===== src/rtl/mac_cfg_pkg.sv =====
// Constants and types shared by the MAC enable and station address logic
package mac_cfg_pkg;
    // Register indices; byte address is four times the index
    localparam logic [3:0]  CTRL_INDEX       = 4'h1;
    localparam logic [3:0]  ADDR_HIGH_INDEX  = 4'h2;
    localparam logic [3:0]  ADDR_LOW_INDEX   = 4'h3;
    localparam int          INDEX_LSB        = 2;
    localparam int          INDEX_WIDTH      = 4;

    // Control register fields
    localparam int          TX_EN_BIT        = 3;
    localparam int          RX_EN_BIT        = 2;
    localparam int          INIT_DONE_BIT    = 31;
    localparam logic [31:0] CTRL_RESET       = 32'h0000_0000;

    // Station address registers
    localparam int          ADDR_HIGH_WIDTH  = 16;
    localparam logic [31:0] ADDR_HIGH_RESET  = 32'h0000_ffff;
    localparam logic [31:0] ADDR_LOW_RESET   = 32'hffff_ffff;

    // EEPROM byte locations of the station address
    localparam logic [7:0]  EE_FIRST_ADDR    = 8'h01;
    localparam logic [7:0]  EE_HIGH_LO_ADDR  = 8'h05;
    localparam logic [7:0]  EE_HIGH_HI_ADDR  = 8'h06;

    typedef enum logic [1:0] {
        LOAD_START = 2'b00,
        LOAD_FETCH = 2'b01,
        LOAD_DONE  = 2'b10
    } load_state_t;
endpackage : mac_cfg_pkg


===== src/rtl/station_addr_loader.sv =====
// Power-on loader that fetches the station address bytes from the EEPROM controller
`timescale 1ns/1ns
module station_addr_loader (
    // Clock and reset
    input  wire logic       pclk,
    input  wire logic       presetn,
    // EEPROM controller
    input  wire logic       ee_present,
    output logic            ee_req,
    output logic [7:0]      ee_addr,
    input  wire logic       ee_ack,
    input  wire logic [7:0] ee_data,
    // Loaded bytes
    output logic            load_valid,
    output logic [7:0]      load_addr,
    output logic [7:0]      load_byte,
    output logic            load_done
);
    typedef struct packed {
        mac_cfg_pkg::load_state_t state;
        logic                     req;
        logic [7:0]               addr;
        logic                     valid;
        logic [7:0]               byte_addr;
        logic [7:0]               data;
        logic                     done;
    } loader_t;

    loader_t cur;
    loader_t next_cur;

    always_comb begin
        next_cur       = cur;
        next_cur.valid = 1'b0;
        unique case (cur.state)
            mac_cfg_pkg::LOAD_START: begin
                // Strap sampled at the first edge after reset release
                if (ee_present) begin
                    next_cur.state = mac_cfg_pkg::LOAD_FETCH;
                    next_cur.req   = 1'b1;
                    next_cur.addr  = mac_cfg_pkg::EE_FIRST_ADDR;
                end else begin
                    next_cur.state = mac_cfg_pkg::LOAD_DONE;
                    next_cur.done  = 1'b1;
                end
            end
            mac_cfg_pkg::LOAD_FETCH: begin
                if (ee_ack) begin
                    next_cur.valid     = 1'b1;
                    next_cur.byte_addr = cur.addr;
                    next_cur.data      = ee_data;
                    if (cur.addr == mac_cfg_pkg::EE_HIGH_HI_ADDR) begin
                        next_cur.state = mac_cfg_pkg::LOAD_DONE;
                        next_cur.req   = 1'b0;
                        next_cur.done  = 1'b1;
                    end else begin
                        next_cur.addr = cur.addr + 8'h01;
                    end
                end
            end
            mac_cfg_pkg::LOAD_DONE: begin
                next_cur.req = 1'b0;
            end
            default: begin
                next_cur.state = mac_cfg_pkg::LOAD_DONE;
                next_cur.req   = 1'b0;
                next_cur.done  = 1'b1;
            end
        endcase
    end

    always_ff @(posedge pclk or negedge presetn) begin
        if (!presetn) begin
            cur <= '0;
        end else begin
            cur <= next_cur;
        end
    end

    assign ee_req     = cur.req;
    assign ee_addr    = cur.addr;
    assign load_valid = cur.valid;
    assign load_addr  = cur.byte_addr;
    assign load_byte  = cur.data;
    assign load_done  = cur.done;
endmodule : station_addr_loader


===== src/rtl/mac_enable_and_station_addr_high.sv =====
// MAC transmit/receive enables and station address registers behind an APB slave
// Function
// With the transmit enable bit 3 set, queued frames are moved from the buffer onto the line.
// With bit 3 clear, no new frame is started onto the line.
// Receive enable bit 2 decides whether frames from the internal PHY are accepted.
// The address-high register holds address bits 47:32 in bits 15:0, with bits 31:16 reserved.
// The power-on EEPROM load happens only when a programmed EEPROM is detected.
// EEPROM byte 0x05 loads bits 7:0 and byte 0x06 loads bits 15:8 of the address-high register.
// The address is undefined until the load ends; host writes are accepted only after that.
// The address-high register resets to 0x0000ffff.
// An address-low register holds address bits 31:0, completing the 48-bit address.
// Reserved address-high bits read zero and ignore writes.
`timescale 1ns/1ns
module mac_enable_and_station_addr_high (
    // Clock and reset
    input  wire logic        pclk,
    input  wire logic        presetn,
    // APB slave
    input  wire logic        psel,
    input  wire logic        penable,
    input  wire logic        pwrite,
    input  wire logic [31:0] paddr,
    input  wire logic [31:0] pwdata,
    output logic             pready,
    output logic [31:0]      prdata,
    output logic             pslverr,
    // EEPROM controller
    input  wire logic        ee_present,
    output logic             ee_req,
    output logic [7:0]       ee_addr,
    input  wire logic        ee_ack,
    input  wire logic [7:0]  ee_data,
    // Transmit buffer side
    input  wire logic        tx_buf_valid,
    input  wire logic [7:0]  tx_buf_data,
    input  wire logic        tx_buf_last,
    output logic             tx_buf_ready,
    // Transmit line side
    output logic             tx_line_valid,
    output logic [7:0]       tx_line_data,
    output logic             tx_line_last,
    // Receive from internal PHY
    input  wire logic        phy_rx_valid,
    input  wire logic [7:0]  phy_rx_data,
    input  wire logic        phy_rx_last,
    // Accepted receive frames
    output logic             rx_out_valid,
    output logic [7:0]       rx_out_data,
    output logic             rx_out_last,
    // Configuration seen by the MAC
    output logic [47:0]      station_address,
    output logic             tx_path_enable,
    output logic             rx_path_enable,
    output logic             init_done
);
    typedef struct packed {
        logic        ready;
        logic [31:0] rdata;
        logic        slverr;
        logic        tx_en;
        logic        rx_en;
        logic [15:0] addr_high;
        logic [31:0] addr_low;
        logic        tx_in_frame;
        logic        tx_ready;
        logic        tx_valid;
        logic [7:0]  tx_data;
        logic        tx_last;
        logic        rx_in_frame;
        logic        rx_keep;
        logic        rx_valid;
        logic [7:0]  rx_data;
        logic        rx_last;
    } cfg_t;

    cfg_t       cur;
    cfg_t       next_cur;
    logic       load_valid;
    logic [7:0] load_addr;
    logic [7:0] load_byte;
    logic       load_done;

    station_addr_loader u_station_addr_loader (
        .pclk       (pclk),
        .presetn    (presetn),
        .ee_present (ee_present),
        .ee_req     (ee_req),
        .ee_addr    (ee_addr),
        .ee_ack     (ee_ack),
        .ee_data    (ee_data),
        .load_valid (load_valid),
        .load_addr  (load_addr),
        .load_byte  (load_byte),
        .load_done  (load_done)
    );

    logic [mac_cfg_pkg::INDEX_WIDTH-1:0] index;
    logic                                access;
    logic                                commit;
    logic                                mapped;
    logic [31:0]                         ctrl_view;
    logic                                tx_take;
    logic                                rx_start;
    logic [1:0]                          low_lane;

    assign index  = paddr[mac_cfg_pkg::INDEX_LSB +: mac_cfg_pkg::INDEX_WIDTH];
    assign access = psel && penable;
    assign commit = access && cur.ready;
    assign mapped = (paddr[31:mac_cfg_pkg::INDEX_LSB+mac_cfg_pkg::INDEX_WIDTH] == '0) &&
                    (paddr[1:0] == 2'b00) &&
                    ((index == mac_cfg_pkg::CTRL_INDEX) || (index == mac_cfg_pkg::ADDR_HIGH_INDEX) ||
                     (index == mac_cfg_pkg::ADDR_LOW_INDEX));

    always_comb begin
        ctrl_view                              = '0;
        ctrl_view[mac_cfg_pkg::TX_EN_BIT]      = cur.tx_en;
        ctrl_view[mac_cfg_pkg::RX_EN_BIT]      = cur.rx_en;
        ctrl_view[mac_cfg_pkg::INIT_DONE_BIT]  = load_done;
    end

    assign tx_take  = cur.tx_ready && tx_buf_valid;
    assign rx_start = phy_rx_valid && !cur.rx_in_frame;
    // Byte lane of the low address word; offset from byte 0x01 so the fourth byte lands in lane 3
    assign low_lane = 2'(load_addr - mac_cfg_pkg::EE_FIRST_ADDR);

    always_comb begin
        next_cur          = cur;
        next_cur.ready    = access && !cur.ready;
        next_cur.tx_valid = 1'b0;
        next_cur.rx_valid = 1'b0;

        // Read data captured one cycle into the access phase
        if (access && !cur.ready) begin
            next_cur.slverr = !mapped;
            next_cur.rdata  = '0;
            if (mapped && !pwrite) begin
                unique case (index)
                    mac_cfg_pkg::CTRL_INDEX:      next_cur.rdata = ctrl_view;
                    mac_cfg_pkg::ADDR_HIGH_INDEX: next_cur.rdata = {16'h0000, cur.addr_high};
                    default:                      next_cur.rdata = cur.addr_low;
                endcase
            end
        end

        // EEPROM bytes land in the address registers
        if (load_valid) begin
            unique case (load_addr)
                mac_cfg_pkg::EE_HIGH_LO_ADDR: next_cur.addr_high[7:0]  = load_byte;
                mac_cfg_pkg::EE_HIGH_HI_ADDR: next_cur.addr_high[15:8] = load_byte;
                default: begin
                    if (load_addr >= mac_cfg_pkg::EE_FIRST_ADDR && load_addr < mac_cfg_pkg::EE_HIGH_LO_ADDR) begin
                        next_cur.addr_low[8*low_lane +: 8] = load_byte;
                    end
                end
            endcase
        end

        // Register writes
        if (commit && pwrite && mapped) begin
            unique case (index)
                mac_cfg_pkg::CTRL_INDEX: begin
                    next_cur.tx_en = pwdata[mac_cfg_pkg::TX_EN_BIT];
                    next_cur.rx_en = pwdata[mac_cfg_pkg::RX_EN_BIT];
                end
                mac_cfg_pkg::ADDR_HIGH_INDEX: begin
                    if (load_done) begin
                        next_cur.addr_high = pwdata[mac_cfg_pkg::ADDR_HIGH_WIDTH-1:0];
                    end
                end
                default: begin
                    if (load_done) begin
                        next_cur.addr_low = pwdata;
                    end
                end
            endcase
        end

        // Transmit path: a frame in progress always finishes
        if (tx_take) begin
            next_cur.tx_valid    = 1'b1;
            next_cur.tx_data     = tx_buf_data;
            next_cur.tx_last     = tx_buf_last;
            next_cur.tx_in_frame = !tx_buf_last;
        end
        next_cur.tx_ready = next_cur.tx_en || next_cur.tx_in_frame;

        // Receive path: decision taken on the first byte of each frame
        if (phy_rx_valid) begin
            if (rx_start) begin
                next_cur.rx_keep = cur.rx_en;
            end
            next_cur.rx_in_frame = !phy_rx_last;
            next_cur.rx_valid    = rx_start ? cur.rx_en : cur.rx_keep;
            next_cur.rx_data     = phy_rx_data;
            next_cur.rx_last     = phy_rx_last;
        end
    end

    always_ff @(posedge pclk or negedge presetn) begin
        if (!presetn) begin
            cur           <= '0;
            cur.tx_en     <= mac_cfg_pkg::CTRL_RESET[mac_cfg_pkg::TX_EN_BIT];
            cur.rx_en     <= mac_cfg_pkg::CTRL_RESET[mac_cfg_pkg::RX_EN_BIT];
            cur.addr_high <= mac_cfg_pkg::ADDR_HIGH_RESET[mac_cfg_pkg::ADDR_HIGH_WIDTH-1:0];
            cur.addr_low  <= mac_cfg_pkg::ADDR_LOW_RESET;
        end else begin
            cur <= next_cur;
        end
    end

    assign pready          = cur.ready;
    assign prdata          = cur.rdata;
    assign pslverr         = cur.slverr;
    assign tx_buf_ready    = cur.tx_ready;
    assign tx_line_valid   = cur.tx_valid;
    assign tx_line_data    = cur.tx_data;
    assign tx_line_last    = cur.tx_last;
    assign rx_out_valid    = cur.rx_valid;
    assign rx_out_data     = cur.rx_data;
    assign rx_out_last     = cur.rx_last;
    assign station_address = {cur.addr_high, cur.addr_low};
    assign tx_path_enable  = cur.tx_en;
    assign rx_path_enable  = cur.rx_en;
    assign init_done       = load_done;
endmodule : mac_enable_and_station_addr_high


===== config.mk =====
export PLATFORM = sky130hd
export DESIGN_NAME = mac_enable_and_station_addr_high
export DESIGN_NICKNAME = d
export VERILOG_FILES = /design/src/rtl/mac_cfg_pkg.sv /design/src/rtl/station_addr_loader.sv /design/src/rtl/mac_enable_and_station_addr_high.sv
export SDC_FILE = /design/constraint.sdc
export NUM_CORES = 1
export LEC_CHECK = 0
export ABC_AREA = 1
export BUFFER_PORTS_ARGS = -buffer_cell sky130_fd_sc_hd__buf_4
export CORE_ASPECT_RATIO = 1.25
export CORE_MARGIN = 4
export CORE_UTILIZATION = 49
export CTS_BUF_LIST = sky130_fd_sc_hd__clkbuf_8
export DETAILED_ROUTE_END_ITERATION = 6
export PLACE_DENSITY = 0.83
export SLEW_MARGIN = 20
export SYNTH_ARGS = -nofsm -noshare
export SYNTH_HDL_FRONTEND = slang
export SYNTH_SLANG_ARGS = --single-unit

===== constraint.sdc =====
create_clock -name pclk -period 1.9 [get_ports pclk]
set_clock_uncertainty 0.15 [all_clocks]
set_input_delay 0.19 -clock pclk [delete_from_list [all_inputs] [get_ports pclk]]
set_output_delay 0.19 -clock pclk [all_outputs]
set_load 0.02 [all_outputs]

==> results.sh, run 1 <==
export IMPL_yosysMostFrequentCell="nand2_1"
export IMPL_fp_dieW_um=120
export IMPL_criticalPathCategory="reg -> reg"
export IMPL_post_route_period_util_pct=108
export IMPL_timing_final_ws_setup_ns=-0.149
export IMPL_cts_root_buf="clkbuf_8"
export IMPL_htree_levels=4
export IMPL_synth_nets=1087
export IMPL_place_congestion=0.908
export IMPL_leakagePower_uw=0.00518
export IMPL_core_um2=15100
export IMPL_maxCapViolCount=0
export IMPL_synth_edf_count=0
export IMPL_overflow=0
export IMPL_total_power_uw=7510
export IMPL_drive_gt1_share_pct=33.4
export IMPL_crit_arrival_ns=2.30
export IMPL_synth_top_area_share_pct=29.2
export IMPL_fin_nets=1302
export IMPL_hold_worst_slack_ns=0.0606
export IMPL_rsz0062_at_grt="yes"
export IMPL_instances_no_fill=1416
export IMPL_io_pins=214
export IMPL_ys_top_cells_by_area="dfrtp_1 (29%), dfstp_2 (17%), nand2_1 (15%)"
export IMPL_cp_required_ns=2.16
export IMPL_place_hpwl_um=16700
export IMPL_numCtsBuffers=17
export IMPL_drcViolationCount=0
export IMPL_ys_warn_count=0
export IMPL_setup_worst_path_end_class="flip-flop"
export IMPL_syn_area_um2=7620
export IMPL_startpoint_type="flip-flop"
export IMPL_synth_commonest_cells="nand2_1 (303), nor2_1 (115), buf_4 (107), dfrtp_1 (89), inv_1 (67)"
export IMPL_post_route_min_period_ns=2.05
export IMPL_synth_async_reset_ratio_pct=100
export IMPL_drt_iter0_markers=704
export IMPL_die_h_um=147
export IMPL_netlist_instances=979
export IMPL_clockBufferDepth=2
export IMPL_synth_seq_cells=137
export IMPL_hold_path_class="in -> reg"
export IMPL_slew_viol_final=0
export IMPL_vias_per_cell=5.26
export IMPL_cp_max_fo=6
export IMPL_dpl_cell_count=1302
export IMPL_row_count=50
export IMPL_max_slew_margin_pct=64.0
export IMPL_grt_pass1_vias=7248
export IMPL_antenna_found_initial=1
export IMPL_hold_viol=0
export IMPL_area_delta_synth_final_pct=37.4
export IMPL_insertion_delay_ns=0.46
export IMPL_cts_tree="done"
export IMPL_synth_largest_area_cell="dfrtp_1"
export IMPL_fmax_mhz=488
export IMPL_status="complete, but fails checks"
export IMPL_dieArea_um2=17600
export IMPL_num_vias=7449
export IMPL_port_buffers=213
export IMPL_avgRoutedWirePerCell_um=17.7
export IMPL_finalSetupViolCount=32
export IMPL_postSynthAreaPerCell_um2=7.79
export IMPL_path_clk_slew_ns=0.08
export IMPL_clock_sinks=137
export IMPL_wl_um=25000
export IMPL_grt_max_degree=56
export IMPL_ant_nets=0
export IMPL_initial_utilization_pct=50.4
export IMPL_dr_pass1_iters=6
export IMPL_synth_ff_type="dfrtp_1"
export IMPL_violations="negative setup slack"
export IMPL_final_util_pct=69.2
export IMPL_grt_pass1_wl_um=37900
export IMPL_synth_seq_area_share_pct=45.8
export IMPL_grtUsageTotal_pct=27.2
export IMPL_ir_worst_vdd_uv=780
export IMPL_worst_pin_slew_ns=0.539
export IMPL_p_per_area_nw_per_um2=717
export IMPL_ys_types=36
[cells in the final DEF, fill, tap and decap left out, types with 10 or more instances in the layout]
| master | instances |
|---|---|
| inv_1 | 63 |
| dfstp_2 | 48 |
| nor2_2 | 10 |
| o21ai_0 | 50 |
| nand2_2 | 14 |
| nor2_1 | 104 |
| clkbuf_8 | 19 |
| o21ai_1 | 31 |
| buf_4 | 243 |
| dlygate4sd3_1 | 71 |
| a22oi_1 | 15 |
| dfrtp_1 | 88 |
| nand4_1 | 21 |
| nand3_1 | 54 |
| nand2_1 | 290 |
[critical path: stages (launching register included)]
cell and delay [ns]:
dfrtp_2 0.45, buf_12 0.12, ha_4 0.15, inv_2 0.05, nand3_2 0.09, nand3_2 0.10
nor2_4 0.24, buf_6 0.18, nand4_1 0.19, nand3_1 0.15, nand2_1 0.06, inv_1 0.06
[path summary, 6_finish.rpt]
check / slack (ns) / to / startpoint / cells past startpoint
min in group asynchronous: 0.10 / tx_line_data[7] / presetn / 2
max in group asynchronous: 0.86 / u_station_addr_loader.load_done / presetn / 3
worst min-delay path: 0.06 / tx_line_data[7] / tx_buf_valid / 4
worst max-delay path: -0.15 / station_address[22] / u_station_addr_loader.load_addr[0] / 11
worst min register to register: 0.34 / prdata[27] / prdata[27] / 2
worst max register to register: -0.15 / station_address[22] / u_station_addr_loader.load_addr[0] / 11
[layer usage]
layer	global-route usage, %	wire (µm)	share of wire [%]	vias to the layer above
met5	0	0	0	-
met4	12.0	1260	5.0	0
met3	5.70	2010	8.0	102
met2	48.0	12700	51	444
met1	31.9	9090	36	3465
li1	-	-	-	3438
[cells by family after synthesis]
| group | Yosys count | synth area share, % |
|---|---|---|
| AOI/OAI and AO/OA | 112 | 8.37 |
| xor gates and xnor gates | 2 | 0.230 |
| adders and majority gates | 9 | 1.48 |
| buffers and inverters | 205 | 15.9 |
| DFF | 137 | 45.8 |
| and+or+nand+nor | 514 | 28.2 |
[state kept, by name (all words and copies together), names as in the netlist, 2 cells and up]
register,flops
u_station_addr_loader.load_addr,8
u_station_addr_loader.cur,2
u_station_addr_loader.load_byte,8
u_station_addr_loader.ee_addr,8
station_address,48
cur,3
rx_out_data,8
prdata,32
tx_line_data,8
[power breakdown]
part	switching [µW]	internal [µW]	total [µW]
clock network	1140	2020	3160
logic	666	549	1220
registers	115	3020	3140
[timing repair]
item,4_1_cts,5_1_grt
hold endpoints to repair,203,0
gates resized for setup,6,45
hold buffers,71,0
endpoints found under the setup margin,33,35
gates cloned,0,3
setup buffers,1,6
pin swaps,1,35
[metrics by stage]
stage,setup WS [ns],area (µm²),setup TNS (ns)
final,-0.149,10500,-1.31
after CTS,-0.00135,10200,-0.00135
after floorplan,-0.0173,7690,-0.0983
after detailed placement,-0.0806,8950,-1.41
after global routing,-0.223,10500,-4.12
after global placement,-0.0259,8950,-0.148
[area by class of cell]
type                    instances  area, µm²
diodes                          1       2.50
clock buffers                  19        262
clock inverters                13        270
fillers                      1128       4660
inverters                      69        269
multi-input cells             638       3130
flip-flops and latches        137       3490
well taps                     208        260
repair buffers                331       2790
(Power assumes the default switching activity.)
==> inputs of run 2 (changes only) <==
- ABC_AREA: 1 -> unset
==> results.sh, run 2 <==
export IMPL_status="finished, final reports clean"
export IMPL_grt_pass1_wl_um=31800
export IMPL_numCtsBuffers=17
export IMPL_synth_ff_type="dfrtp_1"
export IMPL_p_per_area_nw_per_um2=1070
export IMPL_max_slew_margin_pct=66.5
export IMPL_dpl_cell_count=1032
export IMPL_ys_types=58
export IMPL_postSynthAreaPerCell_um2=9.81
export IMPL_grt_pass1_vias=6114
export IMPL_setup_worst_path_end_class="flip-flop"
export IMPL_criticalPathCategory="reg -> reg"
export IMPL_post_route_min_period_ns=1.81
export IMPL_diodes=0
export IMPL_cp_required_ns=2.11
export IMPL_synth_top_area_share_pct=30.8
export IMPL_synth_async_reset_ratio_pct=100
export IMPL_synth_largest_area_cell="dfrtp_1"
export IMPL_num_vias=5992
export IMPL_synth_commonest_cells="nand2_1 (114), buf_4 (105), dfrtp_1 (89), o21ai_0 (56), dfstp_2 (48)"
export IMPL_dr_pass1_iters=5
export IMPL_io_pins=214
export IMPL_finalSetupViolCount=0
export IMPL_fp_dieW_um=117
export IMPL_clock_sinks=137
export IMPL_rsz0062_at_grt="yes"
export IMPL_synth_nets=846
export IMPL_drive_gt1_share_pct=41.1
export IMPL_slew_viol_final=0
export IMPL_grt_max_degree=54
export IMPL_final_common_cell="buf_4"
export IMPL_ys_warn_count=0
export IMPL_insertion_delay_ns=0.44
export IMPL_place_hpwl_um=14200
export IMPL_dieArea_um2=16800
export IMPL_cp_max_fo=8
export IMPL_vias_per_cell=5.26
export IMPL_leakagePower_uw=0.00488
export IMPL_antenna_found_initial=1
export IMPL_clockBufferDepth=2
export IMPL_fin_nets=1056
export IMPL_worst_pin_slew_ns=0.501
export IMPL_largest_reg_flops=48
export IMPL_yosysMostFrequentCell="nand2_1"
export IMPL_ant_nets=0
export IMPL_place_congestion=0.870
export IMPL_overflow=0
export IMPL_hold_viol=0
export IMPL_synth_seq_cells=137
export IMPL_drcViolationCount=0
export IMPL_wl_um=20400
export IMPL_hold_worst_slack_ns=0.0504
export IMPL_path_clk_slew_ns=0.08
export IMPL_instances_no_fill=1139
export IMPL_port_buffers=213
export IMPL_cts_root_buf="clkbuf_8"
export IMPL_core_um2=14500
export IMPL_setup_tns_ns=0
export IMPL_htree_levels=4
export IMPL_synth_seq_area_share_pct=48.2
export IMPL_avgRoutedWirePerCell_um=17.9
export IMPL_startpoint_type="flip-flop"
export IMPL_crit_arrival_ns=2.02
export IMPL_post_route_period_util_pct=95.4
export IMPL_syn_area_um2=7240
export IMPL_maxCapViolCount=0
export IMPL_netlist_instances=738
export IMPL_grtUsageTotal_pct=24.4
export IMPL_die_h_um=144
export IMPL_synth_edf_count=0
export IMPL_fmax_mhz=551
export IMPL_row_count=49
export IMPL_area_delta_synth_final_pct=34.9
export IMPL_initial_utilization_pct=50.0
export IMPL_drt_iter0_markers=334
export IMPL_ir_worst_vdd_uv=563
export IMPL_ys_top_cells_by_area="dfrtp_1 (31%), dfstp_2 (17%), buf_4 (11%)"
export IMPL_final_cell_mix="buf_4 (251), nand2_1 (113), dfrtp_1 (88)"
export IMPL_cts_tree="done"
export IMPL_hold_path_class="in -> async"
==> run 2: cell types whose count changed in the layout (fill, tap and decap cells not counted), moves of 15 or more <==
cell     delta
inv_1      -55
and2_1     +15
nor2_1     -57
nand3_1    -46
o21ai_1    -15
mux2i_1    +43
mux2_2     +20
nand2_1   -177
a21oi_1    +29
nand4_1    -19
==> run 2: path summary, 6_finish.rpt <==
| check | endpoint | from | slack [ns] | cells past startpoint |
|---|---|---|---|---|
| worst max register to register | station_address[15] | u_station_addr_loader.load_addr[1] | 0.09 | 8 |
| worst max-delay path | station_address[15] | u_station_addr_loader.load_addr[1] | 0.09 | 8 |
| worst min-delay path | prdata[8] | presetn | 0.05 | 2 |
| max in group asynchronous | station_address[26] | presetn | 0.89 | 3 |
| worst min register to register | prdata[15] | prdata[15] | 0.34 | 2 |
| min in group pclk | prdata[3] | paddr[3] | 0.11 | 4 |
==> run 2: timing repair <==
action,4_1_cts,5_1_grt
pin swaps,0,4
hold buffers,70,0
gates resized for setup,7,36
gates cloned,0,0
endpoints found under the hold margin,197,0
setup buffers,0,5
endpoints found under the setup margin,31,51
==> run 2: logic make-up (layout without fill, tap and decap cells) <==
kind of cell	count (synthesis)	count (layout)	share of synthesized area [%]
fa+ha+maj	9	9	1.56
compound gates	136	136	11.6
mux	63	63	9.06
simple gates	239	239	15.4
buf+inv	150	373	13.7
xor+xnor	4	4	0.484
flops	137	137	48.2
==> run 2: metrics by stage <==
stage | utilization (%) | total power, µW | area (µm²) | worst slack [ns]
after floorplan | - | 6490 | 7240 | -0.0863
after global placement | 58.9 | 7570 | 8520 | -0.0770
after detailed placement | 58.9 | 7690 | 8520 | -0.156
after CTS | 66.5 | 10200 | 9620 | 0.00332
after global routing | 67.5 | 11000 | 9760 | -0.0117
final | 67.5 | 10400 | 9760 | 0.0867
==> run 2: cell type report <==
class | count | area (µm²)
Clock buffer | 18 | 248
Inverter | 10 | 40.0
Clock inverter | 14 | 131
Multi-Input combinational cell | 451 | 2870
Tap cell | 178 | 223
Timing Repair Buffer | 331 | 2760
Fill cell | 1106 | 4710
Sequential cell | 137 | 3490
==> run 2: power by group <==
part | total (µW) | switching [µW] | internal, µW
clock | 2300 | 1120 | 1180
sequential | 4500 | 741 | 3760
combinational | 3610 | 1860 | 1750
==> run 2: critical path, stage by stage, from the launching register on <==
cell	delay (ns)
dfrtp_1	0.39
buf_4	0.15
ha_2	0.16
nand4bb_1	0.19
o21ai_2	0.10
nand3_1	0.09
buf_4	0.19
mux2i_1	0.13
o21ai_1	0.17
==> run 2: per-layer routing <==
| metal | part of all wire (%) | up-vias | global-route usage [%] |
|---|---|---|---|
| met2 | 52 | 227 | 42.1 |
| li1 | - | 2852 | - |
| met3 | 6.5 | 42 | 6.66 |
| met4 | 2.8 | 2 | 9.12 |
| met1 | 39 | 2869 | 28.7 |
| met5 | 0.064 | - | 0 |
